[config.mk]
export PLATFORM = sky130hd
export DESIGN_NAME = sdc_top
export DESIGN_NICKNAME = d
export VERILOG_FILES = /design/src/include/sdc_pkg.sv /design/src/include/sdc_dith_if.sv /design/src/rtl/sdc_dither.sv /design/src/rtl/sdc_top.sv
export SDC_FILE = /design/constraint.sdc
export NUM_CORES = 1
export LEC_CHECK = 0
export ABC_AREA = 1
export BUFFER_PORTS_ARGS = -buffer_cell sky130_fd_sc_hd__buf_2
export CORE_MARGIN = 10
export CORE_UTILIZATION = 41
export CTS_CLUSTER_SIZE = 16
export DETAILED_ROUTE_END_ITERATION = 8
export GPL_TIMING_DRIVEN = 1
export PLACE_DENSITY = 0.65
export SYNTH_ARGS = -nofsm -noshare
export SYNTH_HDL_FRONTEND = slang
export SYNTH_SLANG_ARGS = --single-unit
[constraint.sdc]
create_clock -name clk -period 2.6 [get_ports clk]
set_clock_uncertainty 0.2 [all_clocks]
set_input_delay 0.26 -clock clk [delete_from_list [all_inputs] [get_ports clk]]
set_output_delay 0.26 -clock clk [all_outputs]
set_load 0.02 [all_outputs]
[src/include/sdc_pkg.sv]
package sdc_pkg;

    // ----------------------------------------------------------------
    // widths
    // ----------------------------------------------------------------
    localparam int SDC_FRAME_BITS = 32;
    localparam int SDC_CUR_BITS   = 11;
    localparam int SDC_AMP_BITS   = 8;
    localparam int SDC_PER_BITS   = 8;
    localparam int SDC_CH_NUM     = 2;

    typedef logic [SDC_CUR_BITS-1:0] sdc_cur_type;
    typedef logic [SDC_AMP_BITS-1:0] sdc_amp_type;
    typedef logic [SDC_PER_BITS-1:0] sdc_per_type;
    typedef logic [2:0]              sdc_addr_type;

    // ----------------------------------------------------------------
    // frame layout: [31] write, [30:28] address, [15:0] data
    // ----------------------------------------------------------------
    localparam int SDC_FRM_WR_POS   = 31;
    localparam int SDC_FRM_ADDR_LSB = 28;
    localparam int SDC_FRM_DATA_MSB = 15;
    localparam logic [5:0] SDC_FRAME_CNT = 6'h20;

    // ----------------------------------------------------------------
    // register addresses
    // ----------------------------------------------------------------
    localparam sdc_addr_type SDC_ADDR_CONFIG = 3'h0;
    localparam sdc_addr_type SDC_ADDR_SETPT0 = 3'h1;
    localparam sdc_addr_type SDC_ADDR_SETPT1 = 3'h2;
    localparam sdc_addr_type SDC_ADDR_DITHER = 3'h3;
    localparam sdc_addr_type SDC_ADDR_DIAG   = 3'h4;

    // ----------------------------------------------------------------
    // config fields and reset values
    // ----------------------------------------------------------------
    localparam int SDC_CFG_EN_LSB     = 0;
    localparam int SDC_CFG_LS_LSB     = 2;
    localparam int SDC_CFG_DITH_LSB   = 4;
    localparam int SDC_DITH_PER_LSB   = 8;
    localparam logic [5:0]  SDC_CONFIG_RST = 6'h00;
    localparam sdc_cur_type SDC_SETPT_RST  = 11'h000;
    localparam sdc_amp_type SDC_AMP_RST    = 8'h00;
    localparam sdc_per_type SDC_PER_RST    = 8'h00;

    // ----------------------------------------------------------------
    // diagnosis fields
    // ----------------------------------------------------------------
    localparam int SDC_DIAG_OT_LSB   = 0;
    localparam int SDC_DIAG_FRM_POS  = 2;
    localparam int SDC_DIAG_EN_POS   = 3;
    localparam int SDC_DIAG_LINE_POS = 4;

endpackage

[src/include/sdc_dith_if.sv]
`timescale 1ns/100ps
`default_nettype none

interface sdc_dith_if;
    logic                 enable;
    sdc_pkg::sdc_amp_type amp;
    sdc_pkg::sdc_per_type period;
    sdc_pkg::sdc_cur_type setpoint;
    sdc_pkg::sdc_cur_type target;

    modport ctl  (output enable, output amp, output period, output setpoint, input target);
    modport dith (input enable, input amp, input period, input setpoint, output target);
endinterface

`default_nettype wire

[src/rtl/sdc_dither.sv]
`timescale 1ns/100ps
`default_nettype none

module sdc_dither
    import sdc_pkg::*;
(
    input  wire logic clk,
    input  wire logic rst_n,
    sdc_dith_if.dith  dif
);

    // ----------------------------------------------------------------
    // triangle generator
    // ----------------------------------------------------------------
    sdc_per_type       div_reg,  div_next;
    logic signed [9:0] offs_reg, offs_next;
    logic              up_reg,   up_next;
    sdc_cur_type       tgt_reg,  tgt_next;
    logic signed [9:0] amp_s;
    logic signed [12:0] sum;

    always_comb begin
        amp_s     = signed'({2'b00, dif.amp});
        div_next  = div_reg;
        offs_next = offs_reg;
        up_next   = up_reg;
        if (!dif.enable) begin
            div_next  = '0;
            offs_next = '0;
            up_next   = 1'b1;
        end else if (div_reg >= dif.period) begin
            // one step per period+1 cycles sets the frequency
            div_next = '0;
            if (up_reg) begin
                if (offs_reg >= amp_s) begin
                    up_next   = 1'b0;
                    // zero amplitude must not leave a one-step ripple
                    offs_next = (offs_reg > -amp_s) ? offs_reg - 10'sd1 : offs_reg;
                end else begin
                    offs_next = offs_reg + 10'sd1;
                end
            end else begin
                if (offs_reg <= -amp_s) begin
                    up_next   = 1'b1;
                    offs_next = (offs_reg < amp_s) ? offs_reg + 10'sd1 : offs_reg;
                end else begin
                    offs_next = offs_reg - 10'sd1;
                end
            end
        end else begin
            div_next = div_reg + 8'h01;
        end
        // clamp instead of wrap near both ends of the range
        sum = signed'({2'b00, dif.setpoint}) + 13'(offs_reg);
        if (sum < 13'sd0) begin
            tgt_next = '0;
        end else if (sum > 13'sd2047) begin
            tgt_next = 11'h7FF;
        end else begin
            tgt_next = sum[10:0];
        end
    end

    always_ff @(posedge clk) begin
        if (!rst_n) begin
            div_reg  <= '0;
            offs_reg <= '0;
            up_reg   <= 1'b1;
            tgt_reg  <= '0;
        end else begin
            div_reg  <= div_next;
            offs_reg <= offs_next;
            up_reg   <= up_next;
            tgt_reg  <= tgt_next;
        end
    end

    assign dif.target = tgt_reg;

endmodule

`default_nettype wire

[src/rtl/sdc_top.sv]
// Summary of operation
// - host exchanges 32-bit serial frames to command channels and read diagnosis
// - reset low disables all channels and returns registers to defaults
// - enable low keeps channels off; serial interface still works fully
// - fault output asserts whenever any fault is detected
// - each channel takes an unsigned 11-bit average current setpoint
// - optional triangular dither with programmable amplitude and frequency
// - each channel independently set high-side or low-side
// - overtemperature turns off only the affected channel
// - fault output is open drain, only pulls low
`timescale 1ns/100ps
`default_nettype none

module sdc_top
    import sdc_pkg::*;
(
    input  wire logic              clk,
    input  wire logic              rst_n,
    input  wire logic              reset_in_low,
    input  wire logic              enable_in,
    input  wire logic              spi_sclk,
    input  wire logic              spi_cs_n,
    input  wire logic              spi_mosi,
    output var  logic              spi_miso_o,
    output var  logic              spi_miso_oe,
    input  wire logic [1:0]        overtemp_in,
    input  wire logic              fault_alert_in,
    output var  logic              fault_alert_out_o,
    output var  logic              fault_alert_out_oe,
    output var  logic [1:0]        ch_on,
    output var  logic [1:0]        ch_low_side,
    output var  sdc_pkg::sdc_cur_type ch_current0,
    output var  sdc_pkg::sdc_cur_type ch_current1
);

    // ----------------------------------------------------------------
    // state
    // ----------------------------------------------------------------
    logic         soft_rst_n;
    logic         sclk_reg,  sclk_next;
    logic         cs_reg,    cs_next;
    logic [5:0]   cnt_reg,   cnt_next;
    logic [31:0]  rx_reg,    rx_next;
    logic [31:0]  tx_reg,    tx_next;
    sdc_addr_type rda_reg,   rda_next;
    logic [5:0]   cfg_reg,   cfg_next;
    sdc_cur_type  sp_reg [SDC_CH_NUM];
    sdc_cur_type  sp_next [SDC_CH_NUM];
    sdc_amp_type  amp_reg,   amp_next;
    sdc_per_type  per_reg,   per_next;
    logic [1:0]   ot_reg,    ot_next;
    logic         ferr_reg,  ferr_next;
    logic [1:0]   on_reg,    on_next;
    logic         flt_reg,   flt_next;

    logic         rise, fall, start, stop, diag_clr, wr_hit;
    sdc_addr_type waddr;
    logic [15:0]  wdata;
    sdc_cur_type  tgt [SDC_CH_NUM];

    // register reset and the reset pin act alike
    assign soft_rst_n = rst_n & reset_in_low;

    // ----------------------------------------------------------------
    // readback decode
    // ----------------------------------------------------------------
    function automatic logic [15:0] rd_data(input sdc_addr_type a);
        logic [15:0] d;
        d = 16'h0000;
        case (a)
            SDC_ADDR_CONFIG: d = {10'h000, cfg_reg};
            SDC_ADDR_SETPT0: d = {5'h00, sp_reg[0]};
            SDC_ADDR_SETPT1: d = {5'h00, sp_reg[1]};
            SDC_ADDR_DITHER: d = {per_reg, amp_reg};
            SDC_ADDR_DIAG:   d = {11'h000, fault_alert_in, enable_in, ferr_reg, ot_reg};
            default:         d = 16'h0000;
        endcase
        return d;
    endfunction

    // ----------------------------------------------------------------
    // serial frame engine, mode 0, inputs already synchronous
    // ----------------------------------------------------------------
    always_comb begin
        rise     = spi_sclk & ~sclk_reg;
        fall     = ~spi_sclk & sclk_reg;
        start    = ~spi_cs_n & cs_reg;
        stop     = spi_cs_n & ~cs_reg;
        waddr    = rx_reg[SDC_FRM_ADDR_LSB +: 3];
        wdata    = rx_reg[SDC_FRM_DATA_MSB:0];
        wr_hit   = stop & (cnt_reg == SDC_FRAME_CNT) & rx_reg[SDC_FRM_WR_POS];
        // flags clear when the frame that carries them starts
        diag_clr = start & (rda_reg == SDC_ADDR_DIAG);
        sclk_next = spi_sclk;
        cs_next   = spi_cs_n;
        cnt_next  = cnt_reg;
        rx_next   = rx_reg;
        tx_next   = tx_reg;
        rda_next  = rda_reg;
        if (start) begin
            cnt_next = '0;
            tx_next  = {1'b0, rda_reg, 12'h000, rd_data(rda_reg)};
        end else if (!spi_cs_n) begin
            if (rise && cnt_reg < SDC_FRAME_CNT) begin
                rx_next  = {rx_reg[30:0], spi_mosi};
                cnt_next = cnt_reg + 6'h01;
            end
            if (fall && cnt_reg != 6'h00) begin
                tx_next = {tx_reg[30:0], 1'b0};
            end
        end
        if (stop && cnt_reg == SDC_FRAME_CNT) begin
            rda_next = waddr;
        end
    end

    // ----------------------------------------------------------------
    // configuration registers
    // ----------------------------------------------------------------
    always_comb begin
        cfg_next   = cfg_reg;
        sp_next[0] = sp_reg[0];
        sp_next[1] = sp_reg[1];
        amp_next   = amp_reg;
        per_next   = per_reg;
        if (wr_hit) begin
            case (waddr)
                SDC_ADDR_CONFIG: cfg_next   = wdata[5:0];
                SDC_ADDR_SETPT0: sp_next[0] = wdata[10:0];
                SDC_ADDR_SETPT1: sp_next[1] = wdata[10:0];
                SDC_ADDR_DITHER: begin
                    amp_next = wdata[SDC_AMP_BITS-1:0];
                    per_next = wdata[SDC_DITH_PER_LSB +: SDC_PER_BITS];
                end
                default: cfg_next = cfg_reg;
            endcase
        end
    end

    // ----------------------------------------------------------------
    // faults and channel gating
    // ----------------------------------------------------------------
    always_comb begin
        // set wins over a clear in the same cycle
        ot_next   = (ot_reg & {2{~diag_clr}}) | overtemp_in;
        ferr_next = (ferr_reg & ~diag_clr) | (stop & (cnt_reg != SDC_FRAME_CNT));
        // a latched overtemperature holds only its own channel off
        on_next   = {2{enable_in}} & cfg_reg[SDC_CFG_EN_LSB +: 2] & ~ot_reg;
        flt_next  = |ot_reg | ferr_reg;
    end

    always_ff @(posedge clk) begin
        if (!soft_rst_n) begin
            sclk_reg  <= 1'b0;
            cs_reg    <= 1'b1;
            cnt_reg   <= '0;
            rx_reg    <= '0;
            tx_reg    <= '0;
            rda_reg   <= SDC_ADDR_CONFIG;
            cfg_reg   <= SDC_CONFIG_RST;
            sp_reg[0] <= SDC_SETPT_RST;
            sp_reg[1] <= SDC_SETPT_RST;
            amp_reg   <= SDC_AMP_RST;
            per_reg   <= SDC_PER_RST;
            ot_reg    <= '0;
            ferr_reg  <= 1'b0;
            on_reg    <= '0;
            flt_reg   <= 1'b0;
        end else begin
            sclk_reg  <= sclk_next;
            cs_reg    <= cs_next;
            cnt_reg   <= cnt_next;
            rx_reg    <= rx_next;
            tx_reg    <= tx_next;
            rda_reg   <= rda_next;
            cfg_reg   <= cfg_next;
            sp_reg[0] <= sp_next[0];
            sp_reg[1] <= sp_next[1];
            amp_reg   <= amp_next;
            per_reg   <= per_next;
            ot_reg    <= ot_next;
            ferr_reg  <= ferr_next;
            on_reg    <= on_next;
            flt_reg   <= flt_next;
        end
    end

    // ----------------------------------------------------------------
    // per-channel dither
    // ----------------------------------------------------------------
    generate
        for (genvar i = 0; i < SDC_CH_NUM; i++) begin : g_ch
            sdc_dith_if dif ();
            // dither runs only while the channel drives
            assign dif.enable   = on_reg[i] & cfg_reg[SDC_CFG_DITH_LSB + i];
            assign dif.amp      = amp_reg;
            assign dif.period   = per_reg;
            assign dif.setpoint = sp_reg[i];
            assign tgt[i]       = dif.target;
            sdc_dither u_dith (
                .clk   (clk),
                .rst_n (soft_rst_n),
                .dif   (dif)
            );
        end
    endgenerate

    // ----------------------------------------------------------------
    // outputs
    // ----------------------------------------------------------------
    assign spi_miso_o         = tx_reg[31];
    assign spi_miso_oe        = ~spi_cs_n;
    assign ch_on              = on_reg;
    assign ch_low_side        = cfg_reg[SDC_CFG_LS_LSB +: 2];
    assign ch_current0        = on_reg[0] ? tgt[0] : SDC_SETPT_RST;
    assign ch_current1        = on_reg[1] ? tgt[1] : SDC_SETPT_RST;
    // only ever pulls low; the high level comes from outside
    assign fault_alert_out_o  = 1'b0;
    assign fault_alert_out_oe = flt_reg;

endmodule

`default_nettype wire

==> summary by stage, run 1 <==
Die
The core area is 25200 µm². The number of cell rows is 58. In this run the horizontal extent of the chip is 180 µm. The floorplan step defined a die boundary enclosing 32400 µm². From bottom edge to top edge, the die measures 180 µm. The top-level I/O count is 40. The initial core utilization is 0.417.

Synthesis
The number of flops mapped to enable cells by yosys is 0. Synthesis inferred 185 register bits. In this run the cell area of the synthesized design comes to 10500 µm². The most used flip-flop cell after synthesis is sky130_fd_sc_hd__dfxtp_1. The average size of a mapped cell is 7.08 µm². The share of flip-flops with an asynchronous set or reset after synthesis is 0. After synthesis, the netlist uses 46 different library cells. The net count of the mapped netlist is 1574. Synthesis handed over a netlist of 1483 instances.

The register area share after synthesis is 0.353. The number of synthesis warnings is 0.

Min path
The class of the tightest hold or removal check is input pin to flop.

Finish
The count of filler cells inserted in the layout is 2381. In the final layout, the share of cells above drive strength 1 is 0.196. The non-filler instance count after layout is 1966. In the final design database the tool counted 1714 nets.

The antenna diode count is 0. The area added between synthesis and finish is 25.1%. Measured on the finished design, the core utilization comes to 0.522.

Drt
The total routed wirelength is 29100 µm. For this run, design rule violations remaining after detail routing come to 0. Detailed routing placed a total of 1530 µm of wire on met3.

Using the TritonRoute via totals, the vias-per-cell ratio works out to 5.15. The met2 routed wirelength is 13000 µm. The detailed-router iteration count before antenna repair is 8.

Detailed routing inserted a total of 10100 vias. The detailed router finished its first iteration with 797 violations. In the final routing, the length of wire on met1 measures 13800 µm. The highest layer used for signal routing is met4.

The detail-routed net length per standard cell is 14.8 µm. The detail route stage leaves a number of antenna-violating nets equal to 0.

Worst setup path
The number of buffers and inverters on the critical path is 5. The largest single stage delay on the critical path is 360 ps. Walking the worst path, the cells encountered are inv_4 > nand3_4 > nor2_4 > nand2_4 > nor3_4 > buf_4 > ha_4 > nand2_2 > inv_2 > a221oi_2 > nand2_1 > inv_2 > buf_6 > nand4_4 > nand3_4 > nand3_4 > nand3_4 > nand2_2 > nand2_1 > nor2_1. The startpoint-to-endpoint class of the critical path is flop to flop.

Data on the critical path is required at its endpoint by 2750 ps. On the critical path, the stage with the largest delay is an instance of sky130_fd_sc_hd__dfxtp_4. The critical-path maximum fanout is 8. The endpoint type of the worst setup path is a flop.

The most numerous cell type found on the critical path is sky130_fd_sc_hd__nand3_4. The worst setup path is launched from a flop. The cell family contributing the most delay on the critical path is simple AND/OR/NAND/NOR gates.

For the worst setup path, the data arrival time is 3120 ps.

STA
Setup violations remaining at the end of the flow were counted as 22. After layout, the worst setup slack is -373 ps. The pin slew with the least headroom to its limit is 1040 ps. The number of hold violations in the final report is 0. Setup repair after global routing could not meet its margin everywhere. The final worst-path cycle share is 1.14. The smallest clock period supported by the final layout is computed as 2970 ps. The maximum achievable frequency is 336 MHz. The max-slew violation total from the final report is 0. The worst pin sits at a relative slew slack of 0.303.

GRT
The initial antenna violation count is 0. The total track usage is 0.175. The total overflow left after global routing is 0. Entering global routing, the biggest net connects 59 pins. The first global-routing pass estimated 47900 µm of wire. The via count of the first global-routing pass came to 9598.

Placement
After detailed placement, the design holds a cell count of 1901. Routability-driven placement finished with a final weighted congestion of 0.902. The placed wire-length estimate is 20800 µm. The count of buffers added on input and output ports is 38.

OpenSTA, run right after detailed placement, puts the worst setup slack at -369 ps.

Clock tree
TritonCTS built the clock tree. CTS saw 185 sinks. The clock transition at the registers of the reported paths is 80 ps. At the later pin of the worst-skew pair, clock insertion delay measures 450 ps.

The H-tree was split into 4 levels. Clock tree synthesis selected as its root buffer the cell sky130_fd_sc_hd__clkbuf_16. The clock passes through at most 2 buffers. The number of buffers inserted during clock tree synthesis is 17.

Power
The reported leakage power is 5.86 nW. IR analysis of the VDD net gives a maximum drop of 419 µV. The power per unit of standard cell area is 433 nW/µm².

Outcome
The flow ran to the end, but the final reports show violations. The checks that failed: negative setup slack.

Flow run
Across the run, the number of max-cap violations was 0.
[power breakdown]
part	switching, mW	leakage, nW	internal, mW
registers	0.00601	1.50	2.83
logic	0.0874	4.06	0.0392
clock network	1.39	0.302	1.34
total	1.48	5.86	4.22
[cells in the final DEF (no fill, tap or decap), drive strengths merged, types with 2 or more instances in the layout]
cell type	synthesis	routed
nand2	266	268
nor2	199	199
inv	181	191
dfxtp	185	185
buf	11	165
a21oi	132	132
o21ai	125	125
ha	79	79
nand3	68	69
xor2	58	58
nor3	28	28
nand4	22	22
clkbuf	42	17
a31oi	15	15
clkinv	5	10
a211oi	9	9
o211ai	8	8
a221oi	8	8
o22ai	6	6
dlygate4sd3	0	6
o21a	5	5
a21o	4	4
or2	4	4
nor3b	3	3
o2111ai	3	3
xnor2	3	3
a211o	2	2
nor4	2	2
o221ai	2	2
fa	2	2
[cell usage after synthesis (all sizes together), types with 2 or more instances]
cell,instances,area [µm²]
o221ai,2,17.5
or2,4,25.0
nor3b,3,22.5
xnor2,3,26.3
buf,11,77.6
a211oi,9,67.6
nor3,28,140
a21o,4,30.0
o22ai,6,37.5
nand2,266,1010
dfxtp,185,3700
fa,2,40.0
xor2,58,508
a31oi,15,93.8
nor4,2,12.5
nand3,68,385
o2111ai,3,26.3
clkbuf,42,160
o21a,5,37.5
a211o,2,17.5
o211ai,8,60.1
inv,181,679
nand4,22,150
ha,79,988
o21ai,125,626
nor2,199,767
clkinv,5,18.8
a21oi,132,668
a221oi,8,70.1
[path summary, 6_finish.rpt]
check,start,end,slack [ps],cells past startpoint
max reg2reg,amp_reg[2],g_ch[0].u_dith.offs_reg[8],-370,20
min,reset_in_low,tx_reg[14],30,3
min reg2reg,g_ch[1].u_dith.div_reg[0],g_ch[1].u_dith.div_reg[0],270,1
max,amp_reg[2],g_ch[0].u_dith.offs_reg[8],-370,20
[layer usage]
layer / up-vias / GRT usage
met5: - / 0
met4: 0 / 0.0719
met3: 57 / 0.0299
met2: 262 / 0.275
met1: 4638 / 0.232
li1: 5173 / -
[cell families after synthesis]
kind of cell | share of synthesized area
compound gates | 0.168
xor+xnor | 0.0509
fa+ha+maj | 0.0979
buf+inv | 0.0891
flops | 0.353
other cells | 0.000357
simple gates | 0.241
[through the flow]
step	hold WS, ps	area [µm²]	power, mW	setup TNS, ps
floorplan	177	10600	2.99	-2380
global placement	246	11700	3.03	-6230
detailed placement	253	11700	3.03	-8450
CTS	26.5	12800	5.74	-4160
global route	52.3	13100	5.90	-12820
finish	26.6	13100	5.70	-6820
[cell type report]
cell class / instances / area (µm²) / area share
clock buffer: 17 / 425 / 0.0324
multi-input combinational: 1062 / 6400 / 0.487
sequential: 185 / 3730 / 0.284
timing repair buffer: 171 / 1270 / 0.0970
clock inverter: 15 / 201 / 0.0153
tap: 330 / 413 / 0.0314
inverter: 186 / 706 / 0.0537
[worst register-to-register path, cell delays in order, from the launching register on]
cell and delay (ps):
sky130_fd_sc_hd__dfxtp_4 360, sky130_fd_sc_hd__inv_4 60, sky130_fd_sc_hd__nand3_4 80, sky130_fd_sc_hd__nor2_4 140, sky130_fd_sc_hd__nand2_4 80, sky130_fd_sc_hd__nor3_4 240
sky130_fd_sc_hd__buf_4 170, sky130_fd_sc_hd__ha_4 200, sky130_fd_sc_hd__nand2_2 70, sky130_fd_sc_hd__inv_2 40, sky130_fd_sc_hd__a221oi_2 220, sky130_fd_sc_hd__nand2_1 100
sky130_fd_sc_hd__inv_2 70, sky130_fd_sc_hd__buf_6 90, sky130_fd_sc_hd__nand4_4 100, sky130_fd_sc_hd__nand3_4 160, sky130_fd_sc_hd__nand3_4 130, sky130_fd_sc_hd__nand3_4 200
sky130_fd_sc_hd__nand2_2 70, sky130_fd_sc_hd__nand2_1 70, sky130_fd_sc_hd__nor2_1 50
[repair_timing]
action / 4_1_cts / 5_1_grt
cloned: 2 / 2
setup buffers: 10 / 13
gates resized for setup: 69 / 67
endpoints found under the setup margin: 44 / 44
hold buffers: 6 / 0
endpoints found under the hold margin: 7 / 0
pin swaps: 44 / 47
No activity file was read; power rests on OpenSTA's default activity.
==> run 2: changes to the inputs <==
--- a/config.mk
+++ b/config.mk
@@ -15,4 +15,5 @@
 export PLACE_DENSITY = 0.65
 export SYNTH_ARGS = -nofsm -noshare
 export SYNTH_HDL_FRONTEND = slang
+export SYNTH_HIERARCHICAL = 1
 export SYNTH_SLANG_ARGS = --single-unit
==> constraint.sdc (replaced) <==
create_clock -name clk -period 2.46 [get_ports clk]
set_clock_uncertainty 0.2 [all_clocks]
set_input_delay 0.246 -clock clk [delete_from_list [all_inputs] [get_ports clk]]
set_output_delay 0.246 -clock clk [all_outputs]
set_load 0.02 [all_outputs]
==> summary by stage, run 2 <==
Power
The power per unit of standard cell area is 439 nW/µm². The reported leakage power is 6.67 nW. The share of total power dissipated in sequential elements is 0.510.

IR analysis of the VDD net gives a maximum drop of 520 µV. The internal power of the cells totals 4.41 mW. The part of the power in combinational logic is 0.024. The switching component of the power is 1.49 mW. The share of total power dissipated in the clock network is 0.467. The switching fraction of total power is 0.253.

STA
The final worst-path cycle share is 1.11. The time the final worst path needs with I/O delays and setup is 2740 ps. Setup repair after global routing could not meet its margin everywhere.

The maximum achievable frequency is 365 MHz. The remaining max-slew budget at the tightest pin is 0.597. The max-slew violation total from the final report is 0. The pin slew with the least headroom to its limit is 600 ps.

The number of setup violations in the final report is 22. The number of hold violations in the final report is 0. The final worst-path setup slack is -279 ps.

Finish
The non-filler instance count after layout is 2155. In the final layout, the share of cells above drive strength 1 is 0.158. The count of filler cells inserted in the layout is 2681. The antenna diode count is 0. The finished cells cover 13400 µm². The area added between synthesis and finish is 19.4%. In the layout the commonest cells are sky130_fd_sc_hd__nand2_1, sky130_fd_sc_hd__nor2_1, sky130_fd_sc_hd__inv_1. The commonest non-fill, non-tap cell in the layout is sky130_fd_sc_hd__nand2_1. The net total in the final layout is 1897.

Synthesis
Counting instances in the post-synthesis netlist gives the leading cell types as sky130_fd_sc_hd__nand2_1, sky130_fd_sc_hd__nor2_1, sky130_fd_sc_hd__inv_1. For this run, the number of Yosys warnings is 6. Summing every instance area after synthesis gives 11300 µm². The net count of the mapped netlist is 1773. The share of flip-flops with an asynchronous set or reset after synthesis is 0.

The library cell with the largest summed area after synthesis is sky130_fd_sc_hd__dfxtp_1. The most frequently used cell type in the post-synthesis netlist is sky130_fd_sc_hd__nand2_1. The number of instances in the synthesized netlist is 1677. The share of Yosys cell area claimed by the top area cell type is 0.329. The register bit total from synthesis is 185. Counting flops with a built-in enable in the synthesized netlist gives 0. After synthesis, the mean cell area works out to 6.71 µm². Of the synthesized area, sequential elements account for 0.329. The synthesized netlist contains 46 unique library cells. Sorting the synthesized cells by area gives the leading types as sky130_fd_sc_hd__dfxtp_1, sky130_fd_sc_hd__nand2_1, sky130_fd_sc_hd__ha_1, sky130_fd_sc_hd__nor2_1, sky130_fd_sc_hd__inv_1. The most used flip-flop cell after synthesis is sky130_fd_sc_hd__dfxtp_1.

Worst setup path
The launching element type of the critical path is a flop. The critical path starts at amp_reg[0]. The required time at the endpoint of the critical path is 2590 ps.

The startpoint-to-endpoint class of the critical path is flop to flop. The worst setup path is captured at a flop. In this run the worst path has a maximum fanout of 7. The launch instance of the worst register-to-register path is amp_reg[0].

The most critical setup path has its endpoint at g_ch[1].u_dith/offs_reg[4]. The number of cells on the worst reg-to-reg path is 16. The terminus of the critical flop-to-flop path is g_ch[1].u_dith/offs_reg[4]. The worst reg-to-reg setup slack is -280 ps.

The signal arrival time at the worst endpoint is 2870 ps.

Die
The chip height is 186 µm. The number of cell rows is 60. The chip width is 186 µm. The floorplan step defined a core boundary enclosing 27000 µm².

The initial core utilization is 0.417. The floorplan step defined a die boundary enclosing 34500 µm². Pin placement for this block handled 40 I/O pins.

Outcome
The flow ran to the end, but the final reports show violations. The final reports fail on negative setup slack.

Drt
The first detailed-routing pass took 5 iterations. After the first detailed-routing iteration, the DRC count stood at 778. The final route contains 10700 vias. The total routed wirelength is 29400 µm. The average vias per placed instance is 4.97.

The number of nets still failing antenna checks after routing is 0. After detailed routing, the number of remaining DRC violations is 0. In the final routed layout, each cell accounts on average for 13.6 µm.

Placement
The worst setup timing slack at the placement stage is -329 ps. The final RePlAce weighted congestion is 0.912. The number of placed cells counting well taps is 2107.

Port buffering added 38 buffers. The placed wire-length estimate is 21700 µm. After detailed placement, the total cell area comes to 12500 µm².

Min path
The worst hold path belongs to the class input pin to flop. The startpoint identified for the worst hold timing path is fault_alert_in.

Clock tree
At the later pin of the worst-skew pair, clock insertion delay measures 440 ps. The clock transition at the registers of the reported paths is 80 ps. The clock tree from TritonCTS is yes. The number of sinks handled by clock tree synthesis is 185. The maximum clock insertion buffer count is 2. The cell chosen for the clock root is sky130_fd_sc_hd__clkbuf_16. The H-tree level count is 4. Buffers inserted during clock tree synthesis total 17.

GRT
The initial antenna violation count is 0. The via count of the first global-routing pass is 9754. The maximum number of pins on one net before global-route repair is 62. In the global route stage, overall resource usage came out at 0.170. After global routing the overflow that remains totals 0. The global-route wire length before repair is 48100 µm.

Flow run
The tool flagged a number of max-cap violations equal to 0.
==> run 2: logic make-up after synthesis <==
| family | share of synthesized area |
|---|---|
| AOI/OAI and AO/OA | 0.103 |
| xor gates and xnor gates | 0.0506 |
| adders and majority gates | 0.0969 |
| buffers and inverters | 0.0981 |
| DFF | 0.329 |
| other | 0.000333 |
| and+or+nand+nor | 0.322 |
==> run 2: final cells by class <==
class | count | area [µm²] | area share
Sequential cell | 185 | 3720 | 0.277
Clock inverter | 14 | 160 | 0.0119
Clock buffer | 18 | 429 | 0.0319
Tap cell | 341 | 427 | 0.0317
Multi-Input combinational cell | 1219 | 6760 | 0.503
Timing Repair inverter | 1 | 7.51 | 0.000558
Timing Repair Buffer | 151 | 1080 | 0.0807
Inverter | 226 | 853 | 0.0635
==> run 2: how the worst min path moves through the flow <==
| stage | endpoint | cells past startpoint |
|---|---|---|
| detailed placement | g_ch[0].u_dith/div_reg[0] | 1 |
| finish | tx_reg[4] | 5 |
| global route | tx_reg[4] | 5 |
| CTS | tx_reg[4] | 5 |
| floorplan | ot_reg[0] | 2 |
| global placement | g_ch[0].u_dith/div_reg[0] | 1 |
==> run 2: what timing repair did <==
action	4_1_cts	5_1_grt
cloned	2	2
hold buffers	6	0
buffers inserted	2	4
resized for setup	16	46
hold endpoints to repair	6	0
pin swaps	13	23
endpoints found under the setup margin	39	44
==> run 2: stage by stage <==
| stage | setup TNS (ps) | total power, mW | hold WS, ps | util |
|---|---|---|---|---|
| after floorplan | -632 | 3.16 | 163 | - |
| after global placement | -3850 | 3.20 | 241 | 0.462 |
| after detailed placement | -5780 | 3.20 | 262 | 0.462 |
| after CTS | -5150 | 5.94 | 30.4 | 0.490 |
| after global routing | -9900 | 6.07 | 85.2 | 0.497 |
| final | -5130 | 5.90 | 52.0 | 0.497 |
==> run 2: per-layer routing <==
layer	vias up	part of all wire	global-route usage
li1	5589	-	-
met2	216	0.45	0.279
met1	4879	0.49	0.227
met3	35	0.044	0.0248
met5	-	0	0
met4	0	0.017	0.0432
==> run 2: worst max-delay path: stages (launching register included) <==
cell	delay, ps
sky130_fd_sc_hd__dfxtp_4	380
sky130_fd_sc_hd__nor3_4	230
sky130_fd_sc_hd__nand4_1	160
sky130_fd_sc_hd__nor2_1	160
sky130_fd_sc_hd__xor2_1	190
sky130_fd_sc_hd__ha_1	270
sky130_fd_sc_hd__nand2_1	60
sky130_fd_sc_hd__nand2_1	60
sky130_fd_sc_hd__a21oi_2	150
sky130_fd_sc_hd__nand3_1	90
sky130_fd_sc_hd__nand2_2	90
sky130_fd_sc_hd__nand3_4	100
sky130_fd_sc_hd__a21oi_4	190
sky130_fd_sc_hd__buf_6	140
sky130_fd_sc_hd__nand2_2	50
sky130_fd_sc_hd__nor2_1	70
sky130_fd_sc_hd__nor2_1	50
==> run 2: power by group through the flow <==
stage | sequential, mW | combinational [mW] | clock, mW
2_1_floorplan | 3.07 | 0.0866 | 0
3_3_place_gp | 3.08 | 0.125 | 0
3_5_place_dp | 3.08 | 0.126 | 0
4_1_cts | 3.01 | 0.134 | 2.80
5_1_grt | 3.01 | 0.152 | 2.91
6_report | 3.01 | 0.139 | 2.75
